==> config.mk <==
export PLATFORM = sky130hd
export DESIGN_NAME = timer_irq_core
export DESIGN_NICKNAME = d
export VERILOG_FILES = /design/src/verilog/timer_pkg.sv /design/src/verilog/irq_if.sv /design/src/verilog/irq_prio.sv /design/src/verilog/timer_irq_core.sv
export SDC_FILE = /design/constraint.sdc
export NUM_CORES = 2
export LEC_CHECK = 0
export ABC_CLOCK_PERIOD_IN_PS = 6440
export CAP_MARGIN = 20
export CELL_PAD_IN_SITES_DETAIL_PLACEMENT = 0
export CELL_PAD_IN_SITES_GLOBAL_PLACEMENT = 2
export CORE_UTILIZATION = 45
export DETAILED_ROUTE_END_ITERATION = 8
export DONT_BUFFER_PORTS = 1
export PLACE_DENSITY = 0.9
export SLEW_MARGIN = 20
export SYNTH_ARGS = -nofsm -noshare
export SYNTH_HDL_FRONTEND = slang
export SYNTH_HIERARCHICAL = 1
export SYNTH_SLANG_ARGS = --single-unit
==> constraint.sdc <==
create_clock -name core_clk -period 6.44 [get_ports core_clk]
set_clock_uncertainty 0.15 [all_clocks]
set_input_delay 0.966 -clock core_clk [delete_from_list [all_inputs] [get_ports core_clk]]
set_output_delay 0.966 -clock core_clk [all_outputs]
set_load 0.05 [all_outputs]
==> src/verilog/timer_pkg.sv <==
// Constants, field layout and source map of the seven-channel timer unit
// ****************************************************************************
// Overview of operation
// - Capture/compare flag sets one cycle after the counter equals the compare value; prescaled, on the tick that reaches it.
// - Match output and compare request follow one cycle after the flag, two cycles after an unprescaled counter hits the value.
// - Capture copies the counter, flag follows, request at most three cycles after input.
// - Wrap flag sets on 0xFFFF to 0x0000; its request follows one cycle later.
// - In phase mode a downward wrap from 0x0000 to 0xFFFF also sets the wrap flag.
// - 29 sources; compare and capture sources may start transfers, wrap sources never.
// - Dedicated compare sources come in pairs sharing one request line.
// - Fixed priority: channel 1 first, table order inside, channel 7 wrap last.
// - Channel 1 has four general, two dedicated pairs, wrap; channels 2-5 two, one pair.
// - Channels 6 and 7 have two general registers and wrap only.
// - Counter write meeting a compare-match clear: the clear wins, write lost.
// - Counter write meeting a capture clear: the clear wins.
// - Counter write meeting an increment: written value kept, increment dropped.
// - Counter write meeting a wrap still sets the wrap flag.
// - Byte write meeting an increment in the final phase: unwritten byte increments.
// - Reading a capture register as it captures returns the old value.
// - Writing a compare register in the match cycle suppresses that match.
// - A write to a synchronized counter loads all 16 bits into every synchronized one.
// - With the system clock, matches repeat every compare value plus one cycles.
// - Prescaled, matches repeat every ratio times value; value zero never matches.
// - With the system clock or in phase mode, rewriting a compare register alone never makes a match.
// ****************************************************************************
package timer_pkg;
  localparam int NCH  = 7;
  localparam int NVEC = 29;
  localparam int AW   = 12;
  localparam logic [15:0] CNT_MAX  = 16'hFFFF;
  localparam logic [15:0] CNT_ZERO = 16'h0000;
  // Register index inside a channel window (byte address is four times it)
  localparam logic [3:0] IX_CNT  = 4'h0;
  localparam logic [3:0] IX_CTRL = 4'h1;
  localparam logic [3:0] IX_STAT = 4'h2;
  localparam logic [3:0] IX_IEN  = 4'h3;
  localparam logic [3:0] IX_GR   = 4'h4;
  localparam logic [3:0] IX_DR   = 4'h8;
  localparam logic [3:0] IX_SYNC = 4'h0;
  localparam logic [3:0] IX_ARB  = 4'h1;
  // Field positions
  localparam int CF_RUN = 0;
  localparam int CF_PS  = 1;
  localparam int CF_CLR = 4;
  localparam int CF_CAP = 6;
  localparam int CF_PH  = 8;
  localparam int ST_DR  = 4;
  localparam int ST_WR  = 8;
  localparam int IE_DTC = 16;
  // Delays in cycles of the 50 ns clock
  localparam int CLK_NS       = 50;
  localparam int FLAG_DLY_NS  = 50;
  localparam int FLAG_DLY_CYC = (FLAG_DLY_NS + CLK_NS - 1) / CLK_NS;
  typedef enum logic [1:0] {CLR_NONE, CLR_GR1, CLR_GR2, CLR_CAP} clr_t;

  function automatic int n_gr(int c);
    return (c == 1) ? 4 : 2;
  endfunction : n_gr

  function automatic int n_dr(int c);
    return (c == 1) ? 4 : ((c <= 5) ? 2 : 0);
  endfunction : n_dr

  // First request line of a channel in priority order
  function automatic int vec_base(int c);
    return (c == 1) ? 0 : ((c <= 6) ? 7 + 4 * (c - 2) : 26);
  endfunction : vec_base

  function automatic logic [31:0] merge(logic [31:0] old, logic [31:0] wd, logic [3:0] strb);
    logic [31:0] r;
    r = old;
    for (int b = 0; b < 4; b++)
    begin
      if (strb[b])
        r[8*b +: 8] = wd[8*b +: 8];
    end
    return r;
  endfunction : merge
endpackage : timer_pkg

==> src/verilog/irq_if.sv <==
// Request lines and arbitration result shared between core and arbiter
`timescale 1ns/1ns
interface irq_if;
  import timer_pkg::*;
  logic [NVEC-1:0] req;
  logic [NVEC-1:0] dtc_ok;
  logic            hit;
  logic [4:0]      id;
  logic            dtc_go;
  modport src (output req, output dtc_ok, input hit, input id, input dtc_go);
  modport arb (input req, input dtc_ok, output hit, output id, output dtc_go);
endinterface : irq_if

==> src/verilog/irq_prio.sv <==
// Fixed-priority pick of the pending request line
`timescale 1ns/1ns
module irq_prio
  import timer_pkg::*;
(
  input wire logic core_clk,
  input wire logic rst,
  irq_if.arb       p
);
  import timer_pkg::*;
  logic       hit_q;
  logic [4:0] id_q;
  logic       go_q;
  logic [4:0] win;

  // Lowest index wins, so the loop runs downward
  always_comb
  begin
    win = 5'h1F;
    for (int i = NVEC - 1; i >= 0; i--)
    begin
      if (p.req[i])
        win = 5'(i);
    end
  end

  // Registered result keeps data outputs glitch free
  always_ff @(posedge core_clk)
  begin
    if (rst)
    begin
      hit_q <= 1'b0;
      id_q  <= 5'h00;
      go_q  <= 1'b0;
    end
    else
    begin
      hit_q <= |p.req;
      id_q  <= win;
      go_q  <= (|p.req) && p.dtc_ok[win];
    end
  end

  assign p.hit    = hit_q;
  assign p.id     = id_q;
  assign p.dtc_go = go_q;

  property p_prio;
    @(posedge core_clk) disable iff (rst)
    (p.req != '0) |=> (p.hit && (($past(p.req) & ((32'h1 << p.id) - 32'h1)) == '0));
  endproperty
  a_prio : assert property (p_prio) else $error("lower request line won arbitration");
endmodule : irq_prio

==> src/verilog/timer_irq_core.sv <==
// Seven-channel 16-bit timer: counters, flags, requests and access contention
`timescale 1ns/1ns
module timer_irq_core
  import timer_pkg::*;
(
  input  wire logic                     core_clk,
  input  wire logic                     rst,
  input  wire logic                     psel,
  input  wire logic                     penable,
  input  wire logic                     pwrite,
  input  wire logic [timer_pkg::AW-1:0] paddr,
  input  wire logic [31:0]              pwdata,
  input  wire logic [3:0]               pstrb,
  output logic      [31:0]              prdata,
  output logic                          pready,
  output logic                          pslverr,
  input  wire logic [2*timer_pkg::NCH-1:0] cap_in,
  input  wire logic                     phase_a,
  input  wire logic                     phase_b,
  output logic      [2*timer_pkg::NCH-1:0] match_out,
  output logic      [timer_pkg::NVEC-1:0]  irq_o,
  output logic                          irq_valid,
  output logic      [4:0]               irq_id,
  output logic                          dtc_start
);
  import timer_pkg::*;

  // ****************************************************************
  // Bus decode
  // ****************************************************************
  logic       acc;
  logic       wr;
  logic [2:0] ach;
  logic [3:0] aix;
  logic       a_ok;
  logic [31:0] rd_v;
  logic [31:0] rdata_q;

  assign acc = psel & penable;
  assign wr  = acc & pwrite;
  assign ach = paddr[8:6];
  assign aix = paddr[5:2];

  function automatic logic wr_to(int c, logic [3:0] ix);
    return wr && (ach == 3'(c)) && (aix == ix);
  endfunction : wr_to

  // Channel 0 window holds the global registers
  always_comb
  begin
    a_ok = 1'b0;
    if (paddr[AW-1:9] != '0 || paddr[1:0] != 2'b00)
      a_ok = 1'b0;
    else if (ach == 3'd0)
      a_ok = (aix <= IX_ARB);
    else if (aix <= IX_IEN)
      a_ok = 1'b1;
    else if (aix >= IX_DR)
      a_ok = (32'(aix - IX_DR) < 32'(n_dr(int'(ach))));
    else
      a_ok = (32'(aix - IX_GR) < 32'(n_gr(int'(ach))));
  end

  assign pready  = 1'b1;
  assign pslverr = acc & ~a_ok;
  assign prdata  = rdata_q;

  // ****************************************************************
  // Channel state
  // ****************************************************************
  logic [15:0] cnt_q  [1:NCH];
  logic [8:0]  ctrl_q [1:NCH];
  logic [23:0] ien_q  [1:NCH];
  logic [15:0] gr_q   [1:NCH][0:3];
  logic [15:0] dr_q   [1:NCH][0:3];
  logic [3:0]  gf_q   [1:NCH];
  logic [3:0]  df_q   [1:NCH];
  logic [NCH:1] wf_q;
  logic [NCH:1] moved_q;
  logic [1:0]  cap1_q [1:NCH];
  logic [1:0]  mg1_q  [1:NCH];
  logic [NCH:1] sync_q;
  logic [6:0]  pre_q;
  logic        qa_q;
  logic        qb_q;
  logic [NVEC-1:0] irq_q;

  logic [15:0] cnt_d [1:NCH];
  logic [15:0] wval  [0:NCH];
  logic [3:0]  mg    [1:NCH];
  logic [3:0]  md    [1:NCH];
  logic [NCH:1] ovf_ev;
  logic [NCH:1] clr_ev;
  logic [NCH:1] tk;
  logic [1:0]  capm  [1:NCH];
  logic        q_chg;
  logic        q_up;
  logic        sync_wr;

  function automatic logic tick_of(logic [2:0] ps, logic [6:0] pre);
    logic [6:0] m;
    m = ~(7'h7F << ps);
    return &(pre | ~m);
  endfunction : tick_of

  // Direct mode compares only after the counter moved, so a rewrite alone never hits
  function automatic logic cmp(logic direct, logic t, logic mv, logic [15:0] c, logic [15:0] r);
    if (direct)
      return mv && (c == r);
    return t && (16'(c + 16'h1) == r) && (r != CNT_ZERO);
  endfunction : cmp

  assign q_chg   = (phase_a != qa_q) | (phase_b != qb_q);
  assign q_up    = qa_q ^ phase_b;
  assign sync_wr = wr_to(int'(ach), IX_CNT) && (ach != 3'd0) && sync_q[ach];

  // ****************************************************************
  // Per-channel next-state logic
  // ****************************************************************
  always_comb
  begin
    wval[0] = 16'h0000;
    for (int c = 1; c <= NCH; c++)
    begin
      logic ph;
      logic st;
      logic up;
      logic [15:0] sv;
      logic [15:0] base;
      ph      = (c == NCH) && ctrl_q[c][CF_PH];
      tk[c]   = tick_of(ctrl_q[c][CF_PS +: 3], pre_q);
      st      = ctrl_q[c][CF_RUN] && (ph ? q_chg : tk[c]);
      up      = ph ? q_up : 1'b1;
      capm[c] = ctrl_q[c][CF_CAP +: 2];
      sv      = up ? 16'(cnt_q[c] + 16'h1) : 16'(cnt_q[c] - 16'h1);
      base    = st ? sv : cnt_q[c];
      // Write lands in the final bus phase, so unwritten bytes still step
      wval[c] = 16'(merge({16'h0000, base}, pwdata, wr_to(c, IX_CNT) ? pstrb : 4'h0));
      for (int k = 0; k < 4; k++)
      begin
        mg[c][k] = (k < n_gr(c)) && !(k < 2 && capm[c][k]) && !wr_to(c, 4'(IX_GR + k))
                 && cmp(ph || ctrl_q[c][CF_PS +: 3] == 3'd0, tk[c], moved_q[c], cnt_q[c], gr_q[c][k]);
        md[c][k] = (k < n_dr(c)) && !wr_to(c, 4'(IX_DR + k))
                 && cmp(ph || ctrl_q[c][CF_PS +: 3] == 3'd0, tk[c], moved_q[c], cnt_q[c], dr_q[c][k]);
      end
      case (clr_t'(ctrl_q[c][CF_CLR +: 2]))
        CLR_GR1: clr_ev[c] = mg[c][0];
        CLR_GR2: clr_ev[c] = mg[c][1];
        CLR_CAP: clr_ev[c] = cap_in[2*(c-1)] && capm[c][0];
        default: clr_ev[c] = 1'b0;
      endcase
      ovf_ev[c] = st && !clr_ev[c] && (up ? cnt_q[c] == CNT_MAX : cnt_q[c] == CNT_ZERO);
    end
    for (int c = 1; c <= NCH; c++)
    begin
      if (clr_ev[c])
        cnt_d[c] = CNT_ZERO;
      else if (sync_wr && sync_q[c])
        cnt_d[c] = wval[ach];
      else if (wr_to(c, IX_CNT))
        cnt_d[c] = wval[c];
      else
        cnt_d[c] = wval[c];
    end
  end

  // Counter step value reuses the merge with no lanes when no write is present
  // ****************************************************************
  // Counters, prescaler and phase inputs
  // ****************************************************************
  always_ff @(posedge core_clk)
  begin
    if (rst)
    begin
      pre_q   <= 7'h00;
      qa_q    <= 1'b0;
      qb_q    <= 1'b0;
      moved_q <= '0;
      for (int c = 1; c <= NCH; c++)
        cnt_q[c] <= CNT_ZERO;
    end
    else
    begin
      pre_q <= 7'(pre_q + 7'h01);
      qa_q  <= phase_a;
      qb_q  <= phase_b;
      for (int c = 1; c <= NCH; c++)
      begin
        cnt_q[c]   <= cnt_d[c];
        moved_q[c] <= (cnt_d[c] != cnt_q[c]);
      end
    end
  end

  // ****************************************************************
  // Control and compare registers
  // ****************************************************************
  always_ff @(posedge core_clk)
  begin
    if (rst)
    begin
      sync_q <= '0;
      for (int c = 1; c <= NCH; c++)
      begin
        ctrl_q[c] <= 9'h000;
        ien_q[c]  <= 24'h000000;
        cap1_q[c] <= 2'b00;
        for (int k = 0; k < 4; k++)
        begin
          gr_q[c][k] <= 16'h0000;
          dr_q[c][k] <= 16'h0000;
        end
      end
    end
    else
    begin
      if (wr_to(0, IX_SYNC))
        sync_q <= NCH'(merge({24'h0, sync_q, 1'b0}, pwdata, pstrb) >> 1);
      for (int c = 1; c <= NCH; c++)
      begin
        if (wr_to(c, IX_CTRL))
          ctrl_q[c] <= 9'(merge({23'h0, ctrl_q[c]}, pwdata, pstrb));
        if (wr_to(c, IX_IEN))
          ien_q[c] <= 24'(merge({8'h0, ien_q[c]}, pwdata, pstrb));
        for (int k = 0; k < 4; k++)
        begin
          // Capture beats a register write in the same cycle
          if (k < 2 && capm[c][k] && cap_in[2*(c-1)+k])
            gr_q[c][k] <= cnt_q[c];
          else if (k < n_gr(c) && wr_to(c, 4'(IX_GR + k)))
            gr_q[c][k] <= 16'(merge({16'h0, gr_q[c][k]}, pwdata, pstrb));
          if (k < n_dr(c) && wr_to(c, 4'(IX_DR + k)))
            dr_q[c][k] <= 16'(merge({16'h0, dr_q[c][k]}, pwdata, pstrb));
        end
        cap1_q[c] <= cap_in[2*(c-1) +: 2] & capm[c];
      end
    end
  end

  // ****************************************************************
  // Flags: write one to clear, a same-cycle set wins
  // ****************************************************************
  always_ff @(posedge core_clk)
  begin
    if (rst)
    begin
      wf_q <= '0;
      for (int c = 1; c <= NCH; c++)
      begin
        gf_q[c]  <= 4'h0;
        df_q[c]  <= 4'h0;
        mg1_q[c] <= 2'b00;
      end
    end
    else
    begin
      for (int c = 1; c <= NCH; c++)
      begin
        logic wc;
        wc = wr_to(c, IX_STAT);
        gf_q[c]  <= (gf_q[c] & ~(wc ? pwdata[3:0] : 4'h0)) | mg[c] | {2'b00, cap1_q[c]};
        df_q[c]  <= (df_q[c] & ~(wc ? pwdata[ST_DR +: 4] : 4'h0)) | md[c];
        wf_q[c]  <= (wf_q[c] & ~(wc && pwdata[ST_WR])) | ovf_ev[c];
        mg1_q[c] <= mg[c][1:0];
      end
    end
  end

  // ****************************************************************
  // Request lines, match outputs and read data
  // ****************************************************************
  irq_if ifc ();
  logic [NVEC-1:0] req_v;
  logic [NVEC-1:0] dtc_v;

  // Pairs share one line; wrap lines never carry a transfer enable
  always_comb
  begin
    req_v = '0;
    dtc_v = '0;
    for (int c = 1; c <= NCH; c++)
    begin
      logic [3:0]  gq;
      logic [3:0]  dq;
      int b;
      int w;
      gq = gf_q[c] & ien_q[c][3:0];
      dq = df_q[c] & ien_q[c][ST_DR +: 4];
      b  = vec_base(c);
      w  = b + ((n_dr(c) > 0) ? 3 : 2);
      req_v[b]   = gq[0];
      req_v[b+1] = gq[1];
      dtc_v[b]   = ien_q[c][IE_DTC];
      dtc_v[b+1] = ien_q[c][IE_DTC+1];
      req_v[w]   = wf_q[c] & ien_q[c][ST_WR];
      if (n_dr(c) > 0)
      begin
        req_v[b+2] = dq[0] | dq[1];
        dtc_v[b+2] = (dq[0] & ien_q[c][IE_DTC+4]) | (dq[1] & ien_q[c][IE_DTC+5]);
      end
      if (c == 1)
      begin
        req_v[b+4] = gq[2];
        req_v[b+5] = gq[3];
        req_v[b+6] = dq[2] | dq[3];
        dtc_v[b+4] = ien_q[c][IE_DTC+2];
        dtc_v[b+5] = ien_q[c][IE_DTC+3];
        dtc_v[b+6] = (dq[2] & ien_q[c][IE_DTC+6]) | (dq[3] & ien_q[c][IE_DTC+7]);
      end
    end
  end

  // Read mux: old register contents, so a capture in the same edge is not seen
  always_comb
  begin
    rd_v = 32'h0;
    if (!a_ok || ach == 3'd0)
      rd_v = (a_ok && aix == IX_SYNC) ? {24'h0, sync_q, 1'b0}
           : (a_ok ? {26'h0, ifc.hit, ifc.id} : 32'h0);
    else if (aix == IX_CNT)
      rd_v = {16'h0, cnt_q[ach]};
    else if (aix == IX_CTRL)
      rd_v = {23'h0, ctrl_q[ach]};
    else if (aix == IX_STAT)
      rd_v = {23'h0, wf_q[ach], df_q[ach], gf_q[ach]};
    else if (aix == IX_IEN)
      rd_v = {8'h0, ien_q[ach]};
    else if (aix >= IX_DR)
      rd_v = {16'h0, dr_q[ach][aix[1:0]]};
    else
      rd_v = {16'h0, gr_q[ach][aix[1:0]]};
  end

  always_ff @(posedge core_clk)
  begin
    if (rst)
    begin
      rdata_q   <= 32'h0;
      irq_q     <= '0;
      match_out <= '0;
    end
    else
    begin
      if (psel && !penable)
        rdata_q <= rd_v;
      irq_q <= req_v;
      for (int c = 1; c <= NCH; c++)
        match_out[2*(c-1) +: 2] <= mg1_q[c];
    end
  end

  assign ifc.req    = irq_q;
  assign ifc.dtc_ok = dtc_v;
  assign irq_o      = irq_q;
  assign irq_valid  = ifc.hit;
  assign irq_id     = ifc.id;
  assign dtc_start  = ifc.dtc_go;

  irq_prio u_prio (
    .core_clk (core_clk),
    .rst      (rst),
    .p        (ifc.arb)
  );

  // ****************************************************************
  // Checks
  // ****************************************************************
  property p_flag;
    @(posedge core_clk) disable iff (rst) mg[2][0] |=> gf_q[2][0];
  endproperty
  a_flag : assert property (p_flag) else $error("match flag late");

  property p_cmp_irq;
    @(posedge core_clk) disable iff (rst) (mg[2][0] && ien_q[2][0]) |-> ##2 (irq_o[7] && match_out[2]);
  endproperty
  a_cmp_irq : assert property (p_cmp_irq) else $error("compare request not at two cycles");

  property p_cap;
    @(posedge core_clk) disable iff (rst)
    (cap_in[10] && capm[6][0] && ien_q[6][0]) |=> (gr_q[6][0] == $past(cnt_q[6])) ##1 gf_q[6][0] ##1 irq_o[23];
  endproperty
  a_cap : assert property (p_cap) else $error("capture sequence wrong");

  property p_wrap;
    @(posedge core_clk) disable iff (rst) (ovf_ev[3] && ien_q[3][ST_WR]) |=> wf_q[3] ##1 irq_o[14];
  endproperty
  a_wrap : assert property (p_wrap) else $error("wrap request timing wrong");

  property p_down;
    @(posedge core_clk) disable iff (rst)
    (ctrl_q[7][CF_PH] && $past(cnt_q[7]) == CNT_ZERO && cnt_q[7] == CNT_MAX && !$past(sync_wr)
     && !$past(wr_to(7, IX_CNT))) |-> wf_q[7];
  endproperty
  a_down : assert property (p_down) else $error("downward wrap missed");

  property p_clr;
    @(posedge core_clk) disable iff (rst) (clr_ev[6] && wr_to(6, IX_CNT)) |=> (cnt_q[6] == CNT_ZERO);
  endproperty
  a_clr : assert property (p_clr) else $error("write beat clear");

  property p_wrinc;
    @(posedge core_clk) disable iff (rst)
    (wr_to(7, IX_CNT) && pstrb[1:0] == 2'b11 && !clr_ev[7] && !sync_wr) |=> (cnt_q[7] == $past(pwdata[15:0]));
  endproperty
  a_wrinc : assert property (p_wrinc) else $error("write lost to increment");

  property p_nomatch;
    @(posedge core_clk) disable iff (rst) wr_to(4, IX_GR) |-> !mg[4][0];
  endproperty
  a_nomatch : assert property (p_nomatch) else $error("match during rewrite");

  property p_zero;
    @(posedge core_clk) disable iff (rst)
    (ctrl_q[5][CF_PS +: 3] != 3'd0 && gr_q[5][0] == CNT_ZERO) |-> !mg[5][0];
  endproperty
  a_zero : assert property (p_zero) else $error("prescaled zero matched");

  property p_sync;
    @(posedge core_clk) disable iff (rst)
    (sync_wr && sync_q[2] && sync_q[3] && !clr_ev[2] && !clr_ev[3]) |=> (cnt_q[2] == cnt_q[3]);
  endproperty
  a_sync : assert property (p_sync) else $error("synchronized counters differ");
endmodule : timer_irq_core

==> insert_results.sql <==
INSERT INTO impl_metrics (metric_group, metric, value, unit) VALUES
('status', 'status', 'finished with violations', ''),
('status', 'violated_checks', 'DRC', ''),
('die', 'rows', '145', ''),
('synthesis', 'ys_ff_latch', '979', ''),
('drt', 'postRouteAntennaNets', '0', ''),
('grt', 'globalRoute.totalOverflow', '0', ''),
('final_layout', 'syn_to_final_growth', '11.05', '%'),
('worst_setup_path', 'cpLargestDelayFamily', 'simple AND/OR/NAND/NOR gates', ''),
('worst_hold_path', 'holdCritStartpoint', 'rst', ''),
('place', 'dpl.hpwl', '272100', 'um'),
('synthesis', 'synth_most_common_cell', 'sky130_fd_sc_hd__edfxtp_1', ''),
('clock_network', 'cts.repair_timing.setup_buffer_count', '0', ''),
('sta', 'timing.slew.headroom', '6.487', '%'),
('clock_network', 'clock_latency', '0.83', 'ns'),
('synthesis', 'synth_cell_types', '116', ''),
('place', 'routabilityCongestion', '1.099', ''),
('final_layout', 'instances_no_fill', '9822', ''),
('clock_network', 'postCtsResizedCells', '0', ''),
('grt', 'gr-usage-all-layers', '47.19', '%'),
('worst_setup_path', 'worst_r2r_path_depth', '15', ''),
('worst_setup_path', 'worst_r2r_endpoint', 'moved_q[4]', ''),
('drt', 'drt_drc_violations_left', '10', ''),
('worst_setup_path', 'critical_path_end_type', 'flop', ''),
('clock_network', 'clk_pin_slew_worst_paths', '0.06', 'ns'),
('grt', 'grt_start_max_net_pins', '366', ''),
('drt', 'dr_total_vias', '70629', ''),
('die', 'initial_utilization', '45.35', '%'),
('clock_network', 'cts-htree-levels', '3', ''),
('die', 'io_pins', '153', ''),
('synthesis', 'ys.flop_type', 'sky130_fd_sc_hd__edfxtp_1', ''),
('clock_network', 'cts-hold-fix-buffers', '0', ''),
('pwr', 'clkPwrFrac', '42.9', '%'),
('pwr', 'cellInternalPower', '11.68', 'mW'),
('sta', 'worst-slew-pin-transition', '1.364', 'ns'),
('place', 'dp.cells', '9588', ''),
('worst_hold_path', 'min-delay-path-class', 'input pin to flop', ''),
('clock_network', 'tritoncts.num_buffers', '113', ''),
('synthesis', 'synth_async_sr_flop_share', '0', '%'),
('synthesis', 'yosysWarningCount', '6', ''),
('synthesis', 'synth-seq-area-share', '37.22', '%'),
('worst_setup_path', 'crit_slowest_cell', 'sky130_fd_sc_hd__dfxtp_1', ''),
('synthesis', 'commonest_cells_in_the_synthesized_netlist', 'sky130_fd_sc_hd__edfxtp_1 (679), sky130_fd_sc_hd__nor2_1 (649), sky130_fd_sc_hd__xnor2_1 (598)', ''),
('worst_setup_path', 'worst_setup_path_start_kind', 'flop', ''),
('place', 'port_buffers', '0', ''),
('drt', 'route.final.wire_length', '386500', 'um'),
('drt', 'detailedRoute.firstIterationViolations', '12085', ''),
('final_layout', 'nets', '7729', ''),
('pwr', 'power_frac_seq', '45.5', '%'),
('sta', 'timing_max_transition_violations_final', '0', ''),
('worst_setup_path', 'regToRegStartpoint', 'cnt_q[4][1]', ''),
('pwr', 'pwr_dens', '208.0', 'nW/um^2'),
('clock_network', 'tritoncts', 'done', ''),
('synthesis', 'syn-cell-area', '70930', 'um^2'),
('worst_setup_path', 'sequence_of_cells_on_the_critical_path', 'nand3_1, buf_4, nor3_1, xnor2_1, xnor2_1, or4b_1, o21ai_0, a41o_1, buf_12, nor2_1, mux2i_1, o211ai_1, a2111oi_0, buf_4, a41oi_1', ''),
('sta', 'rsz0062_at_grt', 'false', ''),
('worst_setup_path', 'crit_path_max_fanout', '16', ''),
('worst_hold_path', 'hold-path-cell-count', '1', ''),
('worst_hold_path', 'timing.hold.worst_endpoint', 'df_q[2][1]', ''),
('worst_setup_path', 'cp_data_required_time', '6.96', 'ns'),
('drt', 'wl_per_cell', '39.35', 'um'),
('grt', 'wire_length_of_the_first_global_routing_pass', '523600', 'um'),
('sta', 'setup_viol', '0', ''),
('drt', 'vias_per_cell', '7.191', ''),
('sta', 'finalHoldViolCount', '0', ''),
('pwr', 'ir_worst_vdd', '0.2969', 'mV'),
('sta', 'final_min_period_over_clock_period', '89.90', '%'),
('worst_setup_path', 'path_class', 'flop to flop', ''),
('sta', 'totalNegativeSetupSlack', '0', 'ns'),
('clock_network', 'clock_path_buffers', '3', ''),
('die', 'fp.coreArea', '156400', 'um^2'),
('worst_setup_path', 'ff2ff_setup_slack', '0.65', 'ns');
[per-layer routing]
layer,track usage (%),wire length (um),vias to the layer above
li1,-,-,28816
met1,58.54,137300,34198
met2,67.03,157800,5950
met3,14.87,52730,1647
met4,38.60,38620,18
met5,0.03027,99,-
[cells in the final DEF, fill, tap and decap left out, types with 22 or more instances in the layout]
| cell type | synthesis | final |
|---|---|---|
| sky130_fd_sc_hd__and4_1 | 38 | 38 |
| sky130_fd_sc_hd__dfxtp_1 | 300 | 300 |
| sky130_fd_sc_hd__edfxtp_1 | 679 | 679 |
| sky130_fd_sc_hd__mux2i_1 | 222 | 222 |
| sky130_fd_sc_hd__a311oi_1 | 36 | 36 |
| sky130_fd_sc_hd__and2_1 | 376 | 376 |
| sky130_fd_sc_hd__and3_1 | 56 | 56 |
| sky130_fd_sc_hd__a31oi_1 | 82 | 82 |
| sky130_fd_sc_hd__a221o_1 | 22 | 22 |
| sky130_fd_sc_hd__a2111oi_0 | 23 | 23 |
| sky130_fd_sc_hd__o221ai_1 | 37 | 37 |
| sky130_fd_sc_hd__or4_1 | 35 | 35 |
| sky130_fd_sc_hd__a22oi_1 | 34 | 34 |
| sky130_fd_sc_hd__o22ai_1 | 47 | 47 |
| sky130_fd_sc_hd__nand2b_1 | 89 | 89 |
| sky130_fd_sc_hd__o21ai_0 | 237 | 227 |
| sky130_fd_sc_hd__buf_4 | 14 | 493 |
| sky130_fd_sc_hd__or3_1 | 56 | 56 |
| sky130_fd_sc_hd__a211oi_1 | 113 | 113 |
| sky130_fd_sc_hd__o211ai_1 | 35 | 35 |
| sky130_fd_sc_hd__nand3_1 | 212 | 212 |
| sky130_fd_sc_hd__xor2_1 | 309 | 308 |
| sky130_fd_sc_hd__a22o_1 | 227 | 227 |
| sky130_fd_sc_hd__nor4_1 | 302 | 301 |
| sky130_fd_sc_hd__clkbuf_16 | 0 | 115 |
| sky130_fd_sc_hd__o21a_1 | 27 | 27 |
| sky130_fd_sc_hd__o31ai_1 | 30 | 29 |
| sky130_fd_sc_hd__o21ai_1 | 20 | 30 |
| sky130_fd_sc_hd__mux4_2 | 115 | 115 |
| sky130_fd_sc_hd__inv_1 | 95 | 94 |
| sky130_fd_sc_hd__nor3_1 | 255 | 254 |
| sky130_fd_sc_hd__o2111ai_1 | 22 | 22 |
| sky130_fd_sc_hd__nand2_1 | 417 | 417 |
| sky130_fd_sc_hd__xnor2_1 | 598 | 596 |
| sky130_fd_sc_hd__nor2_1 | 649 | 640 |
| sky130_fd_sc_hd__nand4_1 | 228 | 228 |
| sky130_fd_sc_hd__a21oi_1 | 331 | 331 |
| sky130_fd_sc_hd__nor2b_1 | 74 | 73 |
| sky130_fd_sc_hd__a21o_1 | 100 | 100 |
[final cells by class]
| type | instances | area (um^2) |
|---|---|---|
| well taps | 2058 | 2575 |
| diodes | 21 | 52.55 |
| inverters | 98 | 367.9 |
| multi-input cells | 5950 | 41480 |
| flip-flops and latches | 979 | 26400 |
| clock inverters | 62 | 834.6 |
| fillers | 14645 | 77620 |
| repair buffers | 503 | 3886 |
| clock buffers | 151 | 3173 |
[per-stage QoR]
step	setup WS, ns	utilization, %	area [um^2]	power (mW)	hold slack, ns
after global routing	0.5752	50.34	78720	16.66	0.06606
after detailed placement	0.7963	47.76	74690	9.362	0.2755
after CTS	1.092	50.32	78700	16.24	0.08543
after global placement	0.8250	47.74	74660	9.345	0.2765
final	0.6504	50.36	78760	16.38	0.1009
after floorplan	1.947	-	70980	8.657	0.2638
[registers in the layout, summed over array words and instances, names as in the netlist, 14 cells and up]
register / flops
gf_q: 28
cnt_q: 112
ien_q: 168
match_out: 14
gr_q: 256
prdata: 24
ctrl_q: 63
irq_o: 29
mg1_q: 14
df_q: 28
cap1_q: 14
dr_q: 192
[power groups by stage]
stage	combinational (mW)	sequential (mW)	clock, mW
finish	1.90	7.46	7.02
global route	1.95	7.45	7.25
CTS	1.81	7.43	7.00
detailed placement	1.80	7.56	0
global placement	1.79	7.56	0
floorplan	1.35	7.31	0
[kinds of logic (layout without fill, tap and decap cells)]
logic type / count (synthesis) / in the layout / synth area share, %
and+or+nand+nor: 2948 / 2948 / 22.19
AOI/OAI and AO/OA: 1696 / 1696 / 17.04
DFF: 979 / 979 / 37.22
xor gates and xnor gates: 921 / 921 / 11.63
buffers and inverters: 821 / 814 / 4.595
muxes: 353 / 353 / 7.039
adders and majority gates: 16 / 16 / 0.2787
other: 2 / 37 / 0.01059
[worst max path at each step]
stage | slack (ns) | cells past startpoint | to | from
after floorplan | 1.95 | 16 | moved_q[1] | paddr[5]
after global placement | 0.82 | 13 | moved_q[1] | paddr[6]
after detailed placement | 0.80 | 13 | moved_q[1] | paddr[6]
after CTS | 1.09 | 15 | moved_q[4] | cnt_q[4][1]
after global routing | 0.58 | 15 | moved_q[4] | cnt_q[4][1]
final | 0.65 | 15 | moved_q[4] | cnt_q[4][1]
No activity file was read; power rests on OpenSTA's default activity.
